[config.mk]
export PLATFORM = sky130hd
export DESIGN_NAME = mxslc_top
export DESIGN_NICKNAME = d
export VERILOG_FILES = /design/src/inc/mxslc_pkg.sv /design/src/rtl/mxslc_status_silo.sv /design/src/rtl/mxslc_top.sv
export SDC_FILE = /design/constraint.sdc
export NUM_CORES = 1
export LEC_CHECK = 0
export BUFFER_PORTS_ARGS = -buffer_cell sky130_fd_sc_hd__buf_2
export CAP_MARGIN = 30
export CORE_MARGIN = 10
export CORE_UTILIZATION = 55
export CTS_CLUSTER_DIAMETER = 150
export CTS_CLUSTER_SIZE = 12
export DETAILED_ROUTE_END_ITERATION = 6
export PLACE_DENSITY = 0.72
export SYNTH_ARGS = -nofsm -noshare
export SYNTH_HDL_FRONTEND = slang
export SYNTH_SLANG_ARGS = --single-unit
[constraint.sdc]
create_clock -name clk -period 3 [get_ports clk]
set_input_delay 0 -clock clk [delete_from_list [all_inputs] [get_ports clk]]
set_output_delay 0 -clock clk [all_outputs]
set_load 0.02 [all_outputs]
[src/inc/mxslc_pkg.sv]
// mxslc_pkg: constants and carrier types for the mux system/line control block
// assumes a 32-bit classic wishbone slave port with byte addresses
package mxslc_pkg;

  localparam int NUM_LINES  = 16;
  localparam int NUM_GROUPS = 4;
  localparam int SILO_DEPTH = 64;
  localparam int REG_W      = 16;

  // register byte offsets
  localparam logic [7:0] OFS_SYSCTL = 8'h00;
  localparam logic [7:0] OFS_LINECTL = 8'h04;
  localparam logic [7:0] OFS_SELECT = 8'h08;
  localparam logic [7:0] OFS_SILO = 8'h0C;
  localparam logic [7:0] OFS_RXCHAR = 8'h10;
  localparam logic [7:0] OFS_LSTATE = 8'h14;

  // system_control fields
  localparam int SC_GO    = 0;
  localparam int SC_EXT   = 4;
  localparam int SC_RXIE  = 6;
  localparam int SC_RXREQ = 7;
  localparam int SC_SVC   = 8;
  localparam int SC_MWE   = 9;
  localparam int SC_OVF   = 10;
  localparam int SC_MCLR  = 11;
  localparam int SC_OVFIE = 12;
  localparam int SC_STIE  = 13;
  localparam int SC_STAT  = 15;
  localparam logic [15:0] SC_RESET     = 16'h0000;
  localparam logic [15:0] SC_WR_MASK   = 16'h367F;
  localparam logic [15:0] SC_MAINT_WR  = 16'h8080;
  localparam logic [15:0] SC_MCLR_KEEP = 16'h0130;

  // line_control fields
  localparam int LC_EXT    = 4;
  localparam int LC_M09    = 9;
  localparam int LC_SYNC   = 10;
  localparam int LC_M11    = 11;
  localparam int LC_M12    = 12;
  localparam int LC_RXEN   = 13;
  localparam int LC_M14    = 14;
  localparam int LC_STROBE = 15;

  // line state fields
  localparam int LS_ACTIVE = 0;
  localparam int LS_RESYNC = 1;

  localparam logic [15:0] SEL_RESET  = 16'h0000;
  localparam logic [15:0] RXC_RESET  = 16'h0000;
  localparam logic [15:0] LINE_RESET = 16'h0000;

  typedef struct packed {
    logic        cyc;
    logic        stb;
    logic        we;
    logic [3:0]  sel;
    logic [7:0]  adr;
    logic [31:0] dat;
  } mxslc_wb_req_t;

  // receive event, laid out as the rx interrupt character register
  typedef struct packed {
    logic [3:0] code;
    logic [3:0] line;
    logic [7:0] rxChar;
  } mxslc_rx_evt_t;

  typedef struct packed {
    logic maint14;
    logic maint12;
    logic maint11;
    logic syncB;
    logic maint09;
  } mxslc_grp_ctl_t;

  localparam mxslc_grp_ctl_t GRP_RESET = '0;

endpackage

[src/rtl/mxslc_status_silo.sv]
// mxslc_status_silo: first-in first-out store for transmit status entries
// assumes push and pop come from logic on the same clock
`timescale 1ns/100ps
`default_nettype none
module mxslc_status_silo #(
  parameter int WIDTH = 16,
  parameter int DEPTH = 64
) (
  // clock and reset
  input  wire logic                     clk,
  input  wire logic                     reset_n,
  // control
  input  wire logic                     flush,
  input  wire logic                     push,
  input  wire logic [WIDTH-1:0]         pushData,
  input  wire logic                     pop,
  // state
  output logic      [WIDTH-1:0]         head,
  output logic      [$clog2(DEPTH):0]   count,
  output logic                          full,
  output logic                          empty
);
  import mxslc_pkg::*;

  localparam int AW = $clog2(DEPTH);

  logic [WIDTH-1:0] mem [DEPTH];
  logic [AW-1:0]    wrPtr;
  logic [AW-1:0]    rdPtr;
  wire              doPop  = pop & ~empty;
  wire              doPush = push & (~full | doPop);

  assign full  = (count == (AW+1)'(DEPTH));
  assign empty = (count == '0);
  assign head  = mem[rdPtr];

  always_ff @(posedge clk) begin
    if (doPush && !flush) begin
      mem[wrPtr] <= pushData;
    end
  end

  // oldest entry leaves on pop, next one falls to the head
  always_ff @(posedge clk) begin
    if (!reset_n || flush) begin
      wrPtr <= '0;
      rdPtr <= '0;
      count <= '0;
    end else begin
      wrPtr <= wrPtr + AW'(doPush);
      rdPtr <= rdPtr + AW'(doPop);
      count <= count + (AW+1)'(doPush) - (AW+1)'(doPop);
    end
  end

endmodule
`default_nettype wire

[src/rtl/mxslc_top.sv]
// mxslc_top: system control and line control registers of a sync comms mux
// assumes a classic wishbone master and a sequencing engine on the same clock
//
// Function
// - strobe copies receiver enable into storage of the selected line
// - strobe copies sync select and maintenance bits into the group storage
// - line control bits 4-5 read extended address of selected secondary register
// - sync select zero picks first sync, one second; reset clears it
// - enabled receiver hunts for sync; finding it sets receiver active
// - engine go bit gates data handling; reset clears it
// - extended address bits read back as written; reset clears them
// - receive events set request flag; interrupt only with enable set
// - receive request flag writable only with maintenance write enable
// - service complete clears receive request and resumes the engine
// - full status silo sets overflow; interrupt only with its enable
// - master clear clears listed control bits and silos, then self-clears
// - status push sets status flag, silo read clears it, enable gates irq
// - status flag writable only with maintenance write enable
// - status silo is a 64-entry fifo read destructively
// - selector bits 0-3 choose the line for strobed access
`timescale 1ns/100ps
`default_nettype none
module mxslc_top #(
  parameter int NUM_LINES  = mxslc_pkg::NUM_LINES,
  parameter int SILO_DEPTH = mxslc_pkg::SILO_DEPTH
) (
  // clock and reset
  input  wire logic                          clk,
  input  wire logic                          reset_n,
  // wishbone slave
  input  wire mxslc_pkg::mxslc_wb_req_t      wbReq,
  output logic                               wbAck,
  output logic      [31:0]                   wbDatOut,
  // sequencing engine events
  input  wire logic                          rxEvtValid,
  input  wire mxslc_pkg::mxslc_rx_evt_t      rxEvt,
  input  wire logic                          statusPush,
  input  wire logic [15:0]                   statusEntry,
  input  wire logic                          syncFound,
  input  wire logic [3:0]                    syncLine,
  input  wire logic [1:0]                    secAddrHi,
  // engine control
  output logic                               engineGo,
  output logic      [1:0]                    extAddr,
  output logic                               serviceComplete,
  output logic                               masterClear,
  output logic      [15:0]                   lineSelect,
  output logic      [NUM_LINES-1:0]          lineRxEnable,
  output logic      [NUM_LINES-1:0]          lineHunt,
  output mxslc_pkg::mxslc_grp_ctl_t [3:0]    groupCtl,
  // interrupt requests to the system bus
  output logic                               rxIrqReq,
  output logic                               statIrqReq
);
  import mxslc_pkg::*;

  logic [15:0]           sysCtl;
  logic [15:0]           next_sysCtl;
  logic [15:0]           rxCharReg;
  logic [NUM_LINES-1:0]  rxActive;
  logic [NUM_LINES-1:0]  next_rxActive;
  logic [NUM_LINES-1:0]  next_rxEnable;
  logic [15:0]           siloHead;
  logic [$clog2(SILO_DEPTH):0] siloCount;
  logic                  siloFull;
  logic                  siloEmpty;

  // bus decode: access completes on the edge where ack is high
  wire        busReq   = wbReq.cyc & wbReq.stb;
  wire        busDone  = busReq & wbAck;
  wire        busWr    = busDone & wbReq.we;
  wire        busRd    = busDone & ~wbReq.we;
  wire [15:0] wdat     = wbReq.dat[15:0];
  wire [15:0] byteMask = {{8{wbReq.sel[1]}}, {8{wbReq.sel[0]}}};
  wire        hitSys   = (wbReq.adr == OFS_SYSCTL);
  wire        hitLine  = (wbReq.adr == OFS_LINECTL);
  wire        hitSel   = (wbReq.adr == OFS_SELECT);
  wire        hitSilo  = (wbReq.adr == OFS_SILO);
  wire        hitRxc   = (wbReq.adr == OFS_RXCHAR);
  wire        hitLst   = (wbReq.adr == OFS_LSTATE);
  wire        sysWr    = busWr & hitSys;
  wire        selWr    = busWr & hitSel;
  wire        siloRd   = busRd & hitSilo;
  wire        strobe   = busWr & hitLine & wbReq.sel[1] & wdat[LC_STROBE];
  wire        resyncWr = busWr & hitLst & wbReq.sel[0] & wdat[LS_RESYNC];
  wire        svcWr    = sysWr & wbReq.sel[1] & wdat[SC_SVC];
  wire        mclrWr   = sysWr & wbReq.sel[1] & wdat[SC_MCLR];
  wire        mclrNow  = sysCtl[SC_MCLR];
  wire [3:0]  curLine  = lineSelect[3:0];
  wire [1:0]  curGroup = lineSelect[3:2];
  wire        siloPush = statusPush & (~siloFull | siloRd);

  // maintenance write enable opens the two request flags to software
  wire [15:0] sysWrMask = byteMask & (SC_WR_MASK | (sysCtl[SC_MWE] ? SC_MAINT_WR : 16'h0000));

  // read-back views; write-only line control bits read as zero
  wire [15:0] lineRead  = {10'h000, secAddrHi, 4'h0};
  wire [15:0] lstRead   = {15'h0000, rxActive[curLine]};
  wire [15:0] readMux   = hitSys  ? sysCtl :
                          hitLine ? lineRead :
                          hitSel  ? lineSelect :
                          hitSilo ? siloHead :
                          hitRxc  ? rxCharReg :
                          hitLst  ? lstRead : 16'h0000;

  always_comb begin
    next_sysCtl = sysCtl;
    if (sysWr) begin
      next_sysCtl = (sysCtl & ~sysWrMask) | (wdat & sysWrMask);
    end
    next_sysCtl[SC_MCLR] = mclrWr;
    if (svcWr) begin
      next_sysCtl[SC_SVC]   = 1'b1;
      next_sysCtl[SC_RXREQ] = 1'b0;
    end
    if (mclrNow) begin
      next_sysCtl = next_sysCtl & SC_MCLR_KEEP;
    end
    if (siloRd) begin
      next_sysCtl[SC_STAT] = 1'b0;
    end
    // hardware sets come last so they win over any clear
    if (rxEvtValid) begin
      next_sysCtl[SC_RXREQ] = 1'b1;
      next_sysCtl[SC_SVC]   = 1'b0;
    end
    if (siloPush) begin
      next_sysCtl[SC_STAT] = 1'b1;
    end
    if (siloFull) begin
      next_sysCtl[SC_OVF] = 1'b1;
    end
  end

  always_comb begin
    next_rxEnable = lineRxEnable;
    next_rxActive = rxActive;
    if (mclrNow) begin
      next_rxEnable = '0;
    end
    if (strobe) begin
      next_rxEnable[curLine] = wdat[LC_RXEN];
    end
    if (resyncWr) begin
      next_rxActive[curLine] = 1'b0;
    end
    if (syncFound) begin
      next_rxActive[syncLine] = 1'b1;
    end
  end

  always_ff @(posedge clk) begin
    if (!reset_n) begin
      sysCtl <= SC_RESET;
    end else begin
      sysCtl <= next_sysCtl;
    end
  end

  always_ff @(posedge clk) begin
    if (!reset_n) begin
      lineRxEnable <= '0;
      rxActive     <= '0;
      lineHunt     <= '0;
    end else begin
      lineRxEnable <= next_rxEnable;
      rxActive     <= next_rxActive;
      lineHunt     <= next_rxEnable & ~next_rxActive;
    end
  end

  // group storage: one entry per four lines
  always_ff @(posedge clk) begin
    if (!reset_n) begin
      groupCtl <= {4{GRP_RESET}};
    end else if (strobe) begin
      groupCtl[curGroup] <= '{maint14: wdat[LC_M14], maint12: wdat[LC_M12],
                              maint11: wdat[LC_M11], syncB: wdat[LC_SYNC],
                              maint09: wdat[LC_M09]};
    end else if (mclrNow) begin
      groupCtl <= {4{GRP_RESET}};
    end
  end

  always_ff @(posedge clk) begin
    if (!reset_n) begin
      lineSelect <= SEL_RESET;
    end else if (selWr) begin
      lineSelect <= (lineSelect & ~byteMask) | (wdat & byteMask);
    end
  end

  always_ff @(posedge clk) begin
    if (!reset_n) begin
      rxCharReg <= RXC_RESET;
    end else if (rxEvtValid) begin
      rxCharReg <= rxEvt;
    end else if (mclrNow) begin
      rxCharReg <= RXC_RESET;
    end
  end

  // registered ack, one wait state; unmapped offsets answer zero
  always_ff @(posedge clk) begin
    if (!reset_n) begin
      wbAck    <= 1'b0;
      wbDatOut <= 32'h0000_0000;
    end else begin
      wbAck    <= busReq & ~wbAck;
      wbDatOut <= (busReq & ~wbAck & ~wbReq.we) ? {16'h0000, readMux} : 32'h0000_0000;
    end
  end

  always_ff @(posedge clk) begin
    if (!reset_n) begin
      serviceComplete <= 1'b0;
      rxIrqReq        <= 1'b0;
      statIrqReq      <= 1'b0;
    end else begin
      serviceComplete <= svcWr;
      rxIrqReq        <= next_sysCtl[SC_RXIE] & next_sysCtl[SC_RXREQ];
      statIrqReq      <= (next_sysCtl[SC_OVFIE] & next_sysCtl[SC_OVF]) |
                         (next_sysCtl[SC_STIE] & next_sysCtl[SC_STAT]);
    end
  end

  assign engineGo    = sysCtl[SC_GO];
  assign extAddr     = sysCtl[SC_EXT+1:SC_EXT];
  assign masterClear = sysCtl[SC_MCLR];

  mxslc_status_silo #(
    .WIDTH (16),
    .DEPTH (SILO_DEPTH)
  ) u_silo (
    .clk      (clk),
    .reset_n  (reset_n),
    .flush    (mclrNow),
    .push     (statusPush),
    .pushData (statusEntry),
    .pop      (siloRd),
    .head     (siloHead),
    .count    (siloCount),
    .full     (siloFull),
    .empty    (siloEmpty)
  );

  property p_strobe_rxen;
    @(posedge clk) disable iff (!reset_n)
      strobe |=> lineRxEnable[$past(curLine)] == $past(wdat[LC_RXEN]);
  endproperty
  a_strobe_rxen: assert property (p_strobe_rxen) else $error("rx enable not strobed");

  property p_strobe_group;
    @(posedge clk) disable iff (!reset_n)
      strobe |=> groupCtl[$past(curGroup)].syncB == $past(wdat[LC_SYNC])
                 && groupCtl[$past(curGroup)].maint09 == $past(wdat[LC_M09]);
  endproperty
  a_strobe_group: assert property (p_strobe_group) else $error("group store wrong");

  property p_line_read;
    @(posedge clk) disable iff (!reset_n)
      (busReq && !wbAck && !wbReq.we && hitLine)
        |=> wbAck && wbDatOut[5:4] == $past(secAddrHi) && !wbDatOut[15];
  endproperty
  a_line_read: assert property (p_line_read) else $error("line control read wrong");

  property p_ext_read;
    @(posedge clk) disable iff (!reset_n)
      (busReq && !wbAck && !wbReq.we && hitSys) |=> wbDatOut[5:4] == extAddr;
  endproperty
  a_ext_read: assert property (p_ext_read) else $error("ext address readback wrong");

  property p_rx_irq;
    @(posedge clk) disable iff (!reset_n)
      rxIrqReq == (sysCtl[SC_RXIE] && sysCtl[SC_RXREQ]);
  endproperty
  a_rx_irq: assert property (p_rx_irq) else $error("rx irq not gated");

  property p_rx_evt;
    @(posedge clk) disable iff (!reset_n)
      rxEvtValid |=> sysCtl[SC_RXREQ] && rxCharReg == $past(rxEvt);
  endproperty
  a_rx_evt: assert property (p_rx_evt) else $error("rx event not latched");

  property p_service;
    @(posedge clk) disable iff (!reset_n)
      (svcWr && !rxEvtValid) |=> !sysCtl[SC_RXREQ] && serviceComplete ##1 !serviceComplete;
  endproperty
  a_service: assert property (p_service) else $error("service complete failed");

  property p_overflow;
    @(posedge clk) disable iff (!reset_n)
      (siloFull && !mclrNow) |=> sysCtl[SC_OVF];
  endproperty
  a_overflow: assert property (p_overflow) else $error("overflow not flagged");

  property p_mclr;
    @(posedge clk) disable iff (!reset_n)
      mclrWr |=> masterClear ##1 (!masterClear && !engineGo && siloCount == '0 && lineRxEnable == '0);
  endproperty
  a_mclr: assert property (p_mclr) else $error("master clear incomplete");

  property p_stat_push;
    @(posedge clk) disable iff (!reset_n)
      (statusPush && !siloFull && !mclrNow) |=> sysCtl[SC_STAT] && !siloEmpty;
  endproperty
  a_stat_push: assert property (p_stat_push) else $error("status flag not set");

  property p_strobe_zero;
    @(posedge clk) disable iff (!reset_n)
      wbAck |-> wbDatOut[31:16] == 16'h0000 && !(hitLine && wbDatOut[LC_STROBE]);
  endproperty
  a_strobe_zero: assert property (p_strobe_zero) else $error("upper data not zero");

  property p_reset_clear;
    @(posedge clk)
      !reset_n |=> groupCtl == '0 && !engineGo && extAddr == 2'b00;
  endproperty
  a_reset_clear: assert property (p_reset_clear) else $error("reset left state");

  property p_maint_rx;
    @(posedge clk) disable iff (!reset_n)
      (sysWr && !sysCtl[SC_MWE] && wbReq.sel[0] && wdat[SC_RXREQ] && !sysCtl[SC_RXREQ]
       && !rxEvtValid) |=> !sysCtl[SC_RXREQ];
  endproperty
  a_maint_rx: assert property (p_maint_rx) else $error("rx request written while locked");

  property p_maint_stat;
    @(posedge clk) disable iff (!reset_n)
      (sysWr && sysCtl[SC_MWE] && wbReq.sel[1] && !mclrNow)
        |=> sysCtl[SC_STAT] == ($past(wdat[SC_STAT]) || $past(siloPush));
  endproperty
  a_maint_stat: assert property (p_maint_stat) else $error("status flag write wrong");

  property p_silo_pop;
    @(posedge clk) disable iff (!reset_n)
      (siloRd && !siloEmpty && !statusPush && !mclrNow)
        |=> siloCount == $past(siloCount) - 1'b1;
  endproperty
  a_silo_pop: assert property (p_silo_pop) else $error("silo read did not pop");

endmodule
`default_nettype wire

==> metrics.md, run 1 <==
| Metric | Value |
|---|---|
| First DRT Iteration DRCs | `3,242` |
| Dominant cell type by area after synthesis | `edfxtp_1` |
| HPWL Detailed | `78,900 um` |
| Critical Path End Type | `flip-flop` |
| Crit Path Max Fanout | `6` |
| Fin Hold WS | `-0.01216 ns` |
| Clock Tree Root | `clkbuf_16` |
| WL met3 | `12,700 um` |
| TritonCTS clock tree | `yes` |
| Part of the power in registers | `56.5%` |
| Initial antenna violation count | `4` |
| Initial Utilization | `55.31%` |
| Minimum clock period | `2.966 ns` |
| Worst slew margin | `37.81%` |
| Port buffer count | `163` |
| Final Worst Setup Slack | `0.03422 ns` |
| Die Ht | `309.4 um` |
| CTS Buf Count | `108` |
| Top cells by area, synth | `edfxtp_1 (67%), mux4_2 (9.6%), dfxtp_1 (6.7%)` |
| Clock Latency Late Sink | `0.70 ns` |
| Metal-1 WL | `46,930 um` |
| Via count | `26,280` |
| Clk sink count | `1,178` |
| Vias per cell | `6.363` |
| Most frequent cells in the layout | `edfxtp_1 (1,024), mux4_2 (197), mux2i_1 (191), buf_4 (183), buf_2 (163)` |
| Number of global-route vias before repair | `26,413` |
| Gate power share | `4.1%` |
| Final Hold Vio Count | `8` |
| Mean post-synth cell area | `18.03 um2` |
| Sw power | `6.699 mW` |
| Worst hold path type | `in -> reg` |
| Maxcap violations | `0` |
| Slew Viols, Final | `0` |
| DRC | `0` |
| Primary FF master, synth | `edfxtp_1` |
| Die W | `309.4 um` |
| First-pass DRT Iterations | `6` |
| Gr ovfl total | `0` |
| Setup crit start kind | `input pin` |
| Num rows | `106` |
| Final setup viols | `0` |
| Layout cells sized above 1 | `24.28%` |
| Post-synth top area share | `66.75%` |
| Global-route wire length before repair | `178,600 um` |
| # IOs | `198` |
| Total power | `31.85 mW` |
| Synthesized area | `0.04607 mm2` |
| Crit path DAT | `3.61 ns` |
| CORE AREA | `0.08329 mm2` |
| Top routing layer used | `met5` |
| Failing checks | `negative hold slack` |
| GP Congestion | `0.9357` |
| Ys Warns | `0` |
| Clk_skew | `0.03623 ns` |
| Pwr dens | `594.8 mW/mm2` |
| Yosys reg bits | `1,178` |
| Layout Utilization | `64.29%` |
| RSZ-0062 raised after global routing | `true` |
| Outcome | `complete, but fails checks` |
| Fillers | `5,569` |
| Peak VDD IR | `0.5606 mV` |
| Most common cell after layout, fill and taps aside | `edfxtp_1` |
| DP Worst Slack | `-0.007209 ns` |
| Netlist cell types | `72` |
| Met2 wire len | `57,330 um` |
| Tot GR Track Use | `25.38%` |
| Largest net degree at the start of global routing | `78` |
| Fmax | `337.2 MHz` |
| Leak | `17.35 nW` |
| Crit Path Category | `in -> reg` |
| Post-synth EDFFs | `1,024` |
| H-tree levels | `3` |
| Register area share after synthesis | `73.44%` |
| Gate Count Post-Synth | `2,555` |
| Avg WL per Cell | `29.33 um` |
| Internal power | `25.15 mW` |
| Final period util | `98.86%` |
| CTS clk-pin slew, worst paths | `0.06 ns` |
| Clock buffer depth | `3` |
| Placed cells | `3,851` |
| Final net count | `3,081` |
| Area delta synth->final | `16.23%` |
| Clock share of power | `39.3%` |
| Total length of routed wires | `121,100 um` |
| Die area | `0.09573 mm2` |
| Critical Path RT | `3.64 ns` |
| Worst-Margin Slew | `0.9230 ns` |
| Asr flop ratio synth | `0%` |
| Sw frac | `21.03%` |
| Antenna viol nets, final | `0` |
| Layout Cells excl Fill | `4,130` |
-- worst max-delay path, stage by stage --
cell	delay, ns
dlygate4sd3_1	0.55
buf_2	0.13
nor4_1	0.37
dlygate4sd3_1	0.61
buf_4	0.14
nand3_1	0.26
nor3_1	0.50
nand2_1	0.12
a32oi_1	0.16
dlygate4sd3_1	0.62
and2_1	0.13
-- power by group through the flow --
stage               combinational [mW]  clock (mW)  sequential [mW]
floorplan                        0.576           0             18.3
finish                            1.32        12.5             18.0
CTS                               1.28        12.7             18.0
global route                      1.41        13.4             18.0
global placement                  1.13           0             18.3
detailed placement                1.18           0             18.4
-- cells in the mapped netlist (6+ instances only) --
library cell / n
and3_1: 7
nor3_1: 7
a211oi_1: 28
dfxtp_1: 154
mux2i_1: 191
mux4_2: 197
a22oi_1: 76
xnor2_1: 7
nor2_1: 108
a21oi_1: 94
buf_2: 34
nand3_1: 26
ha_1: 13
a21o_1: 7
clkbuf_1: 81
buf_1: 31
o21ai_0: 25
nor4_1: 7
inv_1: 18
nand3b_1: 6
nand2_1: 90
edfxtp_1: 1024
and2_1: 23
o221ai_1: 33
nor3b_1: 20
o22ai_1: 27
buf_4: 19
mux2_2: 18
a211o_1: 10
nor2b_1: 86
-- cell type report --
cell class / count / area, um2 / area share, %
flip-flops and latches: 1178 / 33840 / 63.21
clock inverters: 8 / 170.2 / 0.3178
repair buffers: 463 / 3616 / 6.753
diodes: 2 / 5.005 / 0.009347
inverters: 18 / 67.56 / 0.1262
multi-input cells: 1208 / 11540 / 21.56
well taps: 1080 / 1351 / 2.524
clock buffers: 173 / 2947 / 5.503
-- per-stage QoR --
step	cell area [um2]	TNS, ns
after floorplan	46120	0
after global placement	49340	-0.01333
after detailed placement	49400	-0.007209
after CTS	53420	0
after global routing	53540	-0.1028
final	53550	0
-- worst paths after layout --
path                                      start  slack (ns)                 end  depth (start not counted)
worst max-delay path                  wbReq[33]        0.03        lineHunt[15]                         11
worst min-delay path            statusEntry[13]       -0.01  u_silo.mem[11][13]                          2
worst max register to register  u_silo.count[2]        0.19     u_silo.count[6]                         15
worst min register to register  lineRxEnable[7]        0.48     lineRxEnable[7]                          2
-- kinds of logic (layout without fill, tap and decap cells) --
| group | count (synthesis) | count (layout) | synth area share, % |
|---|---|---|---|
| DFF | 1178 | 1178 | 73.44 |
| other | 1 | 18 | 0.008140 |
| buffers and inverters | 184 | 662 | 1.763 |
| adders and majority gates | 14 | 14 | 0.3965 |
| AOI/OAI and AO/OA | 336 | 336 | 4.962 |
| muxes | 406 | 406 | 14.22 |
| xor gates and xnor gates | 12 | 12 | 0.2281 |
| and+or+nand+nor | 424 | 424 | 4.981 |
-- registers in the layout, indices dropped and copies added, names as in the netlist, named ones only --
signal,flops
u_silo.mem,1024
groupCtl,20
lineHunt,16
lineRxEnable,16
rxActive,16
rxCharReg,16
wbDatOut,16
sysCtl,8
u_silo.count,7
u_silo.rdPtr,6
u_silo.wrPtr,6
rxIrqReq,1
serviceComplete,1
statIrqReq,1
wbAck,1
-- routing by layer --
| metal | GRT usage [%] | vias up |
|---|---|---|
| met5 | 0 | - |
| met4 | 8.417 | 4 |
| met3 | 5.344 | 222 |
| met2 | 40.49 | 1567 |
| met1 | 34.84 | 13449 |
| li1 | - | 11038 |
-- what timing repair did --
| item | 4_1_cts | 5_1_grt |
|---|---|---|
| pin swaps | 0 | 3 |
| setup buffers | 0 | 2 |
| hold buffers | 89 | 2 |
| endpoints found under the setup margin | 1 | 553 |
| endpoints found under the hold margin | 531 | 66 |
| resized for setup | 1 | 8 |
(Power assumes the default switching activity.)
==> run 2, diff against run 1 <==
CORE_UTILIZATION = 65   (was 55)
PLACE_DENSITY = 0.8   (was 0.72)
clock period = 3.8 ns   (was 3 ns; I/O delays follow)
==> metrics.md, run 2 (synthesis results as in run 1) <==
| Metric | Value |
|---|---|
| Outcome | `finished, final reports clean (was complete, but fails checks)` |
| # hold bufs at CTS | `80 (was 89)` |
| Final net count | `3,005 (was 3,081)` |
| Final Hold Vio Count | `0 (was 8)` |
| Antenna viol nets, final | `0 (unchanged)` |
| Avg WL per Cell | `31.58 um (was 29.33 um)` |
| Fin Hold WS | `0.03063 ns (was -0.01216 ns)` |
| H-tree levels | `3 (unchanged)` |
| Layout cells sized above 1 | `22.67% (was 24.28%)` |
| Critical Path RT | `4.39 ns (was 3.64 ns)` |
| Initial antenna violation count | `5 (was 4)` |
| Clk_skew | `0.02093 ns (was 0.03623 ns)` |
| Most frequent cells in the layout | `edfxtp_1 (1,024), mux4_2 (197), mux2i_1 (191), buf_2 (163), dfxtp_1 (149) (was edfxtp_1 (1,024), mux4_2 (197), mux2i_1 (191), buf_4 (183), buf_2 (163))` |
| Clock Tree Root | `clkbuf_16 (unchanged)` |
| Die W | `286.2 um (was 309.4 um)` |
| Worst slew margin | `30.72% (was 37.81%)` |
| Clk sink count | `1,178 (unchanged)` |
| Pwr dens | `471.6 mW/mm2 (was 594.8 mW/mm2)` |
| Global-route wire length before repair | `179,500 um (was 178,600 um)` |
| Crit Path Max Fanout | `33 (was 6)` |
| Clock share of power | `38.4% (was 39.3%)` |
| Tot GR Track Use | `29.64% (was 25.38%)` |
| Initial Utilization | `65.67% (was 55.31%)` |
| Setup TNS | `0 ns (unchanged)` |
| Top routing layer used | `met5 (unchanged)` |
| Worst-Margin Slew | `1.039 ns (was 0.9230 ns)` |
| Gate power share | `4.0% (was 4.1%)` |
| Number of global-route vias before repair | `26,982 (was 26,413)` |
| Final Instance Area | `0.05236 mm2 (was 0.05355 mm2)` |
| Cell repeated most along the worst path | `o221ai_1 (was dlygate4sd3_1)` |
| Setup crit start kind | `flip-flop (was input pin)` |
| WL met3 | `14,760 um (was 12,700 um)` |
| Vias per cell | `6.916 (was 6.363)` |
| Area delta synth->final | `13.66% (was 16.23%)` |
| HPWL Detailed | `72,730 um (was 78,900 um)` |
| Met2 wire len | `57,920 um (was 57,330 um)` |
| Total length of routed wires | `122,300 um (was 121,100 um)` |
| Post-CTS Setup Bufs | `0 (unchanged)` |
| Biggest regs | `u_silo.mem x1024, groupCtl x20 (unchanged)` |
| Num rows | `97 (was 106)` |
| Crit Path Category | `reg -> reg (was in -> reg)` |
| RSZ-0062 raised after global routing | `false (was true)` |
| Clock buffer depth | `3 (unchanged)` |
| Most common cell after layout, fill and taps aside | `edfxtp_1 (unchanged)` |
| Part of the power in registers | `57.6% (was 56.5%)` |
| GP Congestion | `0.9187 (was 0.9357)` |
| Leak | `16.87 nW (was 17.35 nW)` |
| Gr ovfl total | `0 (unchanged)` |
| DRC | `0 (unchanged)` |
| DP Area | `0.04866 mm2 (was 0.04940 mm2)` |
| Peak VDD IR | `0.3824 mV (was 0.5606 mV)` |
| Final setup viols | `0 (unchanged)` |
| Crit path DAT | `3.88 ns (was 3.61 ns)` |
| Fmax | `304.3 MHz` |
| First-pass DRT Iterations | `7 (was 6)` |
| Internal power | `19.61 mW (was 25.15 mW)` |
| PostCTS Resize Cnt | `0 (was 1)` |
| Minimum clock period | `3.286 ns` |
| Sw power | `5.085 mW (was 6.699 mW)` |
| Cells along the critical path | `nand3_2, o221ai_1, a21o_1, o221ai_1, a21oi_1, a211o_1 (was dlygate4sd3_1, buf_2, nor4_1, dlygate4sd3_1, buf_4, nand3_1, nor3_1, nand2_1, a32oi_1, dlygate4sd3_1, and2_1)` |
| # IOs | `198 (unchanged)` |
| First DRT Iteration DRCs | `3,897 (was 3,242)` |
| Maxcap violations | `0 (unchanged)` |
| Via count | `26,794 (was 26,280)` |
| TritonCTS clock tree | `yes (unchanged)` |
| Reg with most FFs | `u_silo.mem (unchanged)` |
| Slowest-stage cell, CP | `dfxtp_4 (was dlygate4sd3_1)` |
| CTS Buf Count | `108 (unchanged)` |
| CORE AREA | `0.07015 mm2 (was 0.08329 mm2)` |
| Max reg flops | `1,024 (unchanged)` |
| Worst hold path type | `in -> reg (unchanged)` |
| Critical Path End Type | `flip-flop (unchanged)` |
| Port buffer count | `163 (unchanged)` |
| WP buf/inv | `0 (was 5)` |
| Worst path top cell family by delay | `compound AO/OA/AOI/OAI gates (was buffers and inverters)` |
| Die Ht | `286.2 um (was 309.4 um)` |
| Slew Viols, Final | `0 (unchanged)` |
| Sw frac | `20.59% (was 21.03%)` |
| Final period util | `86.47%` |
| Metal-1 WL | `43,660 um (was 46,930 um)` |
| Layout Utilization | `74.64% (was 64.29%)` |
| CTS clk-pin slew, worst paths | `0.06 ns (about the same)` |
| Largest net degree at the start of global routing | `65 (was 78)` |
| Crit path largest cell delay | `0.76 ns (was 0.62 ns)` |
| Die area | `0.08192 mm2 (was 0.09573 mm2)` |
| Clock Latency Late Sink | `0.67 ns (was 0.70 ns)` |
[run 2: cell types whose count changed in the layout (fill, tap and decap cells not counted), sizes merged]
cell / change
diode: -1
inv: +3
dlygate4sd3: -11
clkinv: -5
buf: -64
clkbuf: -38
[run 2: final timing paths]
kind | start | to | slack, ns | depth (start not counted)
hold / removal | statusEntry[12] | u_silo.mem[48][12] | 0.03 | 2
setup / recovery | u_silo.rdPtr[1] | wbDatOut[3] | 0.51 | 6
hold reg to reg | lineRxEnable[13] | lineRxEnable[13] | 0.48 | 2
setup reg to reg | u_silo.rdPtr[1] | wbDatOut[3] | 0.51 | 6
[run 2: layout make-up]
cell class	instances	area [um2]
clock buffer	136	2808
sequential	1178	33850
fill	3818	17790
multi-input combinational	1208	11500
clock inverter	6	73.82
antenna	1	2.502
tap	940	1176
timing repair buffer	387	2880
inverter	18	67.56
[run 2: power by group through the flow]
| stage | logic [mW] | registers (mW) | clock network (mW) |
|---|---|---|---|
| final | 0.993 | 14.2 | 9.48 |
| after global routing | 1.05 | 14.2 | 10.0 |
| after CTS | 0.960 | 14.2 | 9.51 |
| after detailed placement | 0.885 | 14.5 | 0 |
| after global placement | 0.837 | 14.5 | 0 |
| after floorplan | 0.454 | 14.5 | 0 |
[run 2: through the flow]
stage	setup slack (ns)	power [mW]	instances
floorplan	1.006	14.92	2570
global placement	0.6363	15.31	3647
detailed placement	0.6253	15.37	3650
CTS	0.5690	24.69	3872
global route	0.2995	25.27	3873
finish	0.5142	24.69	3874
[run 2: routing by layer]
metal | vias to the layer above | track usage [%]
met5 | - | 0
met4 | 10 | 13.86
met3 | 375 | 7.469
met2 | 2090 | 46.31
met1 | 13478 | 39.20
li1 | 10841 | -
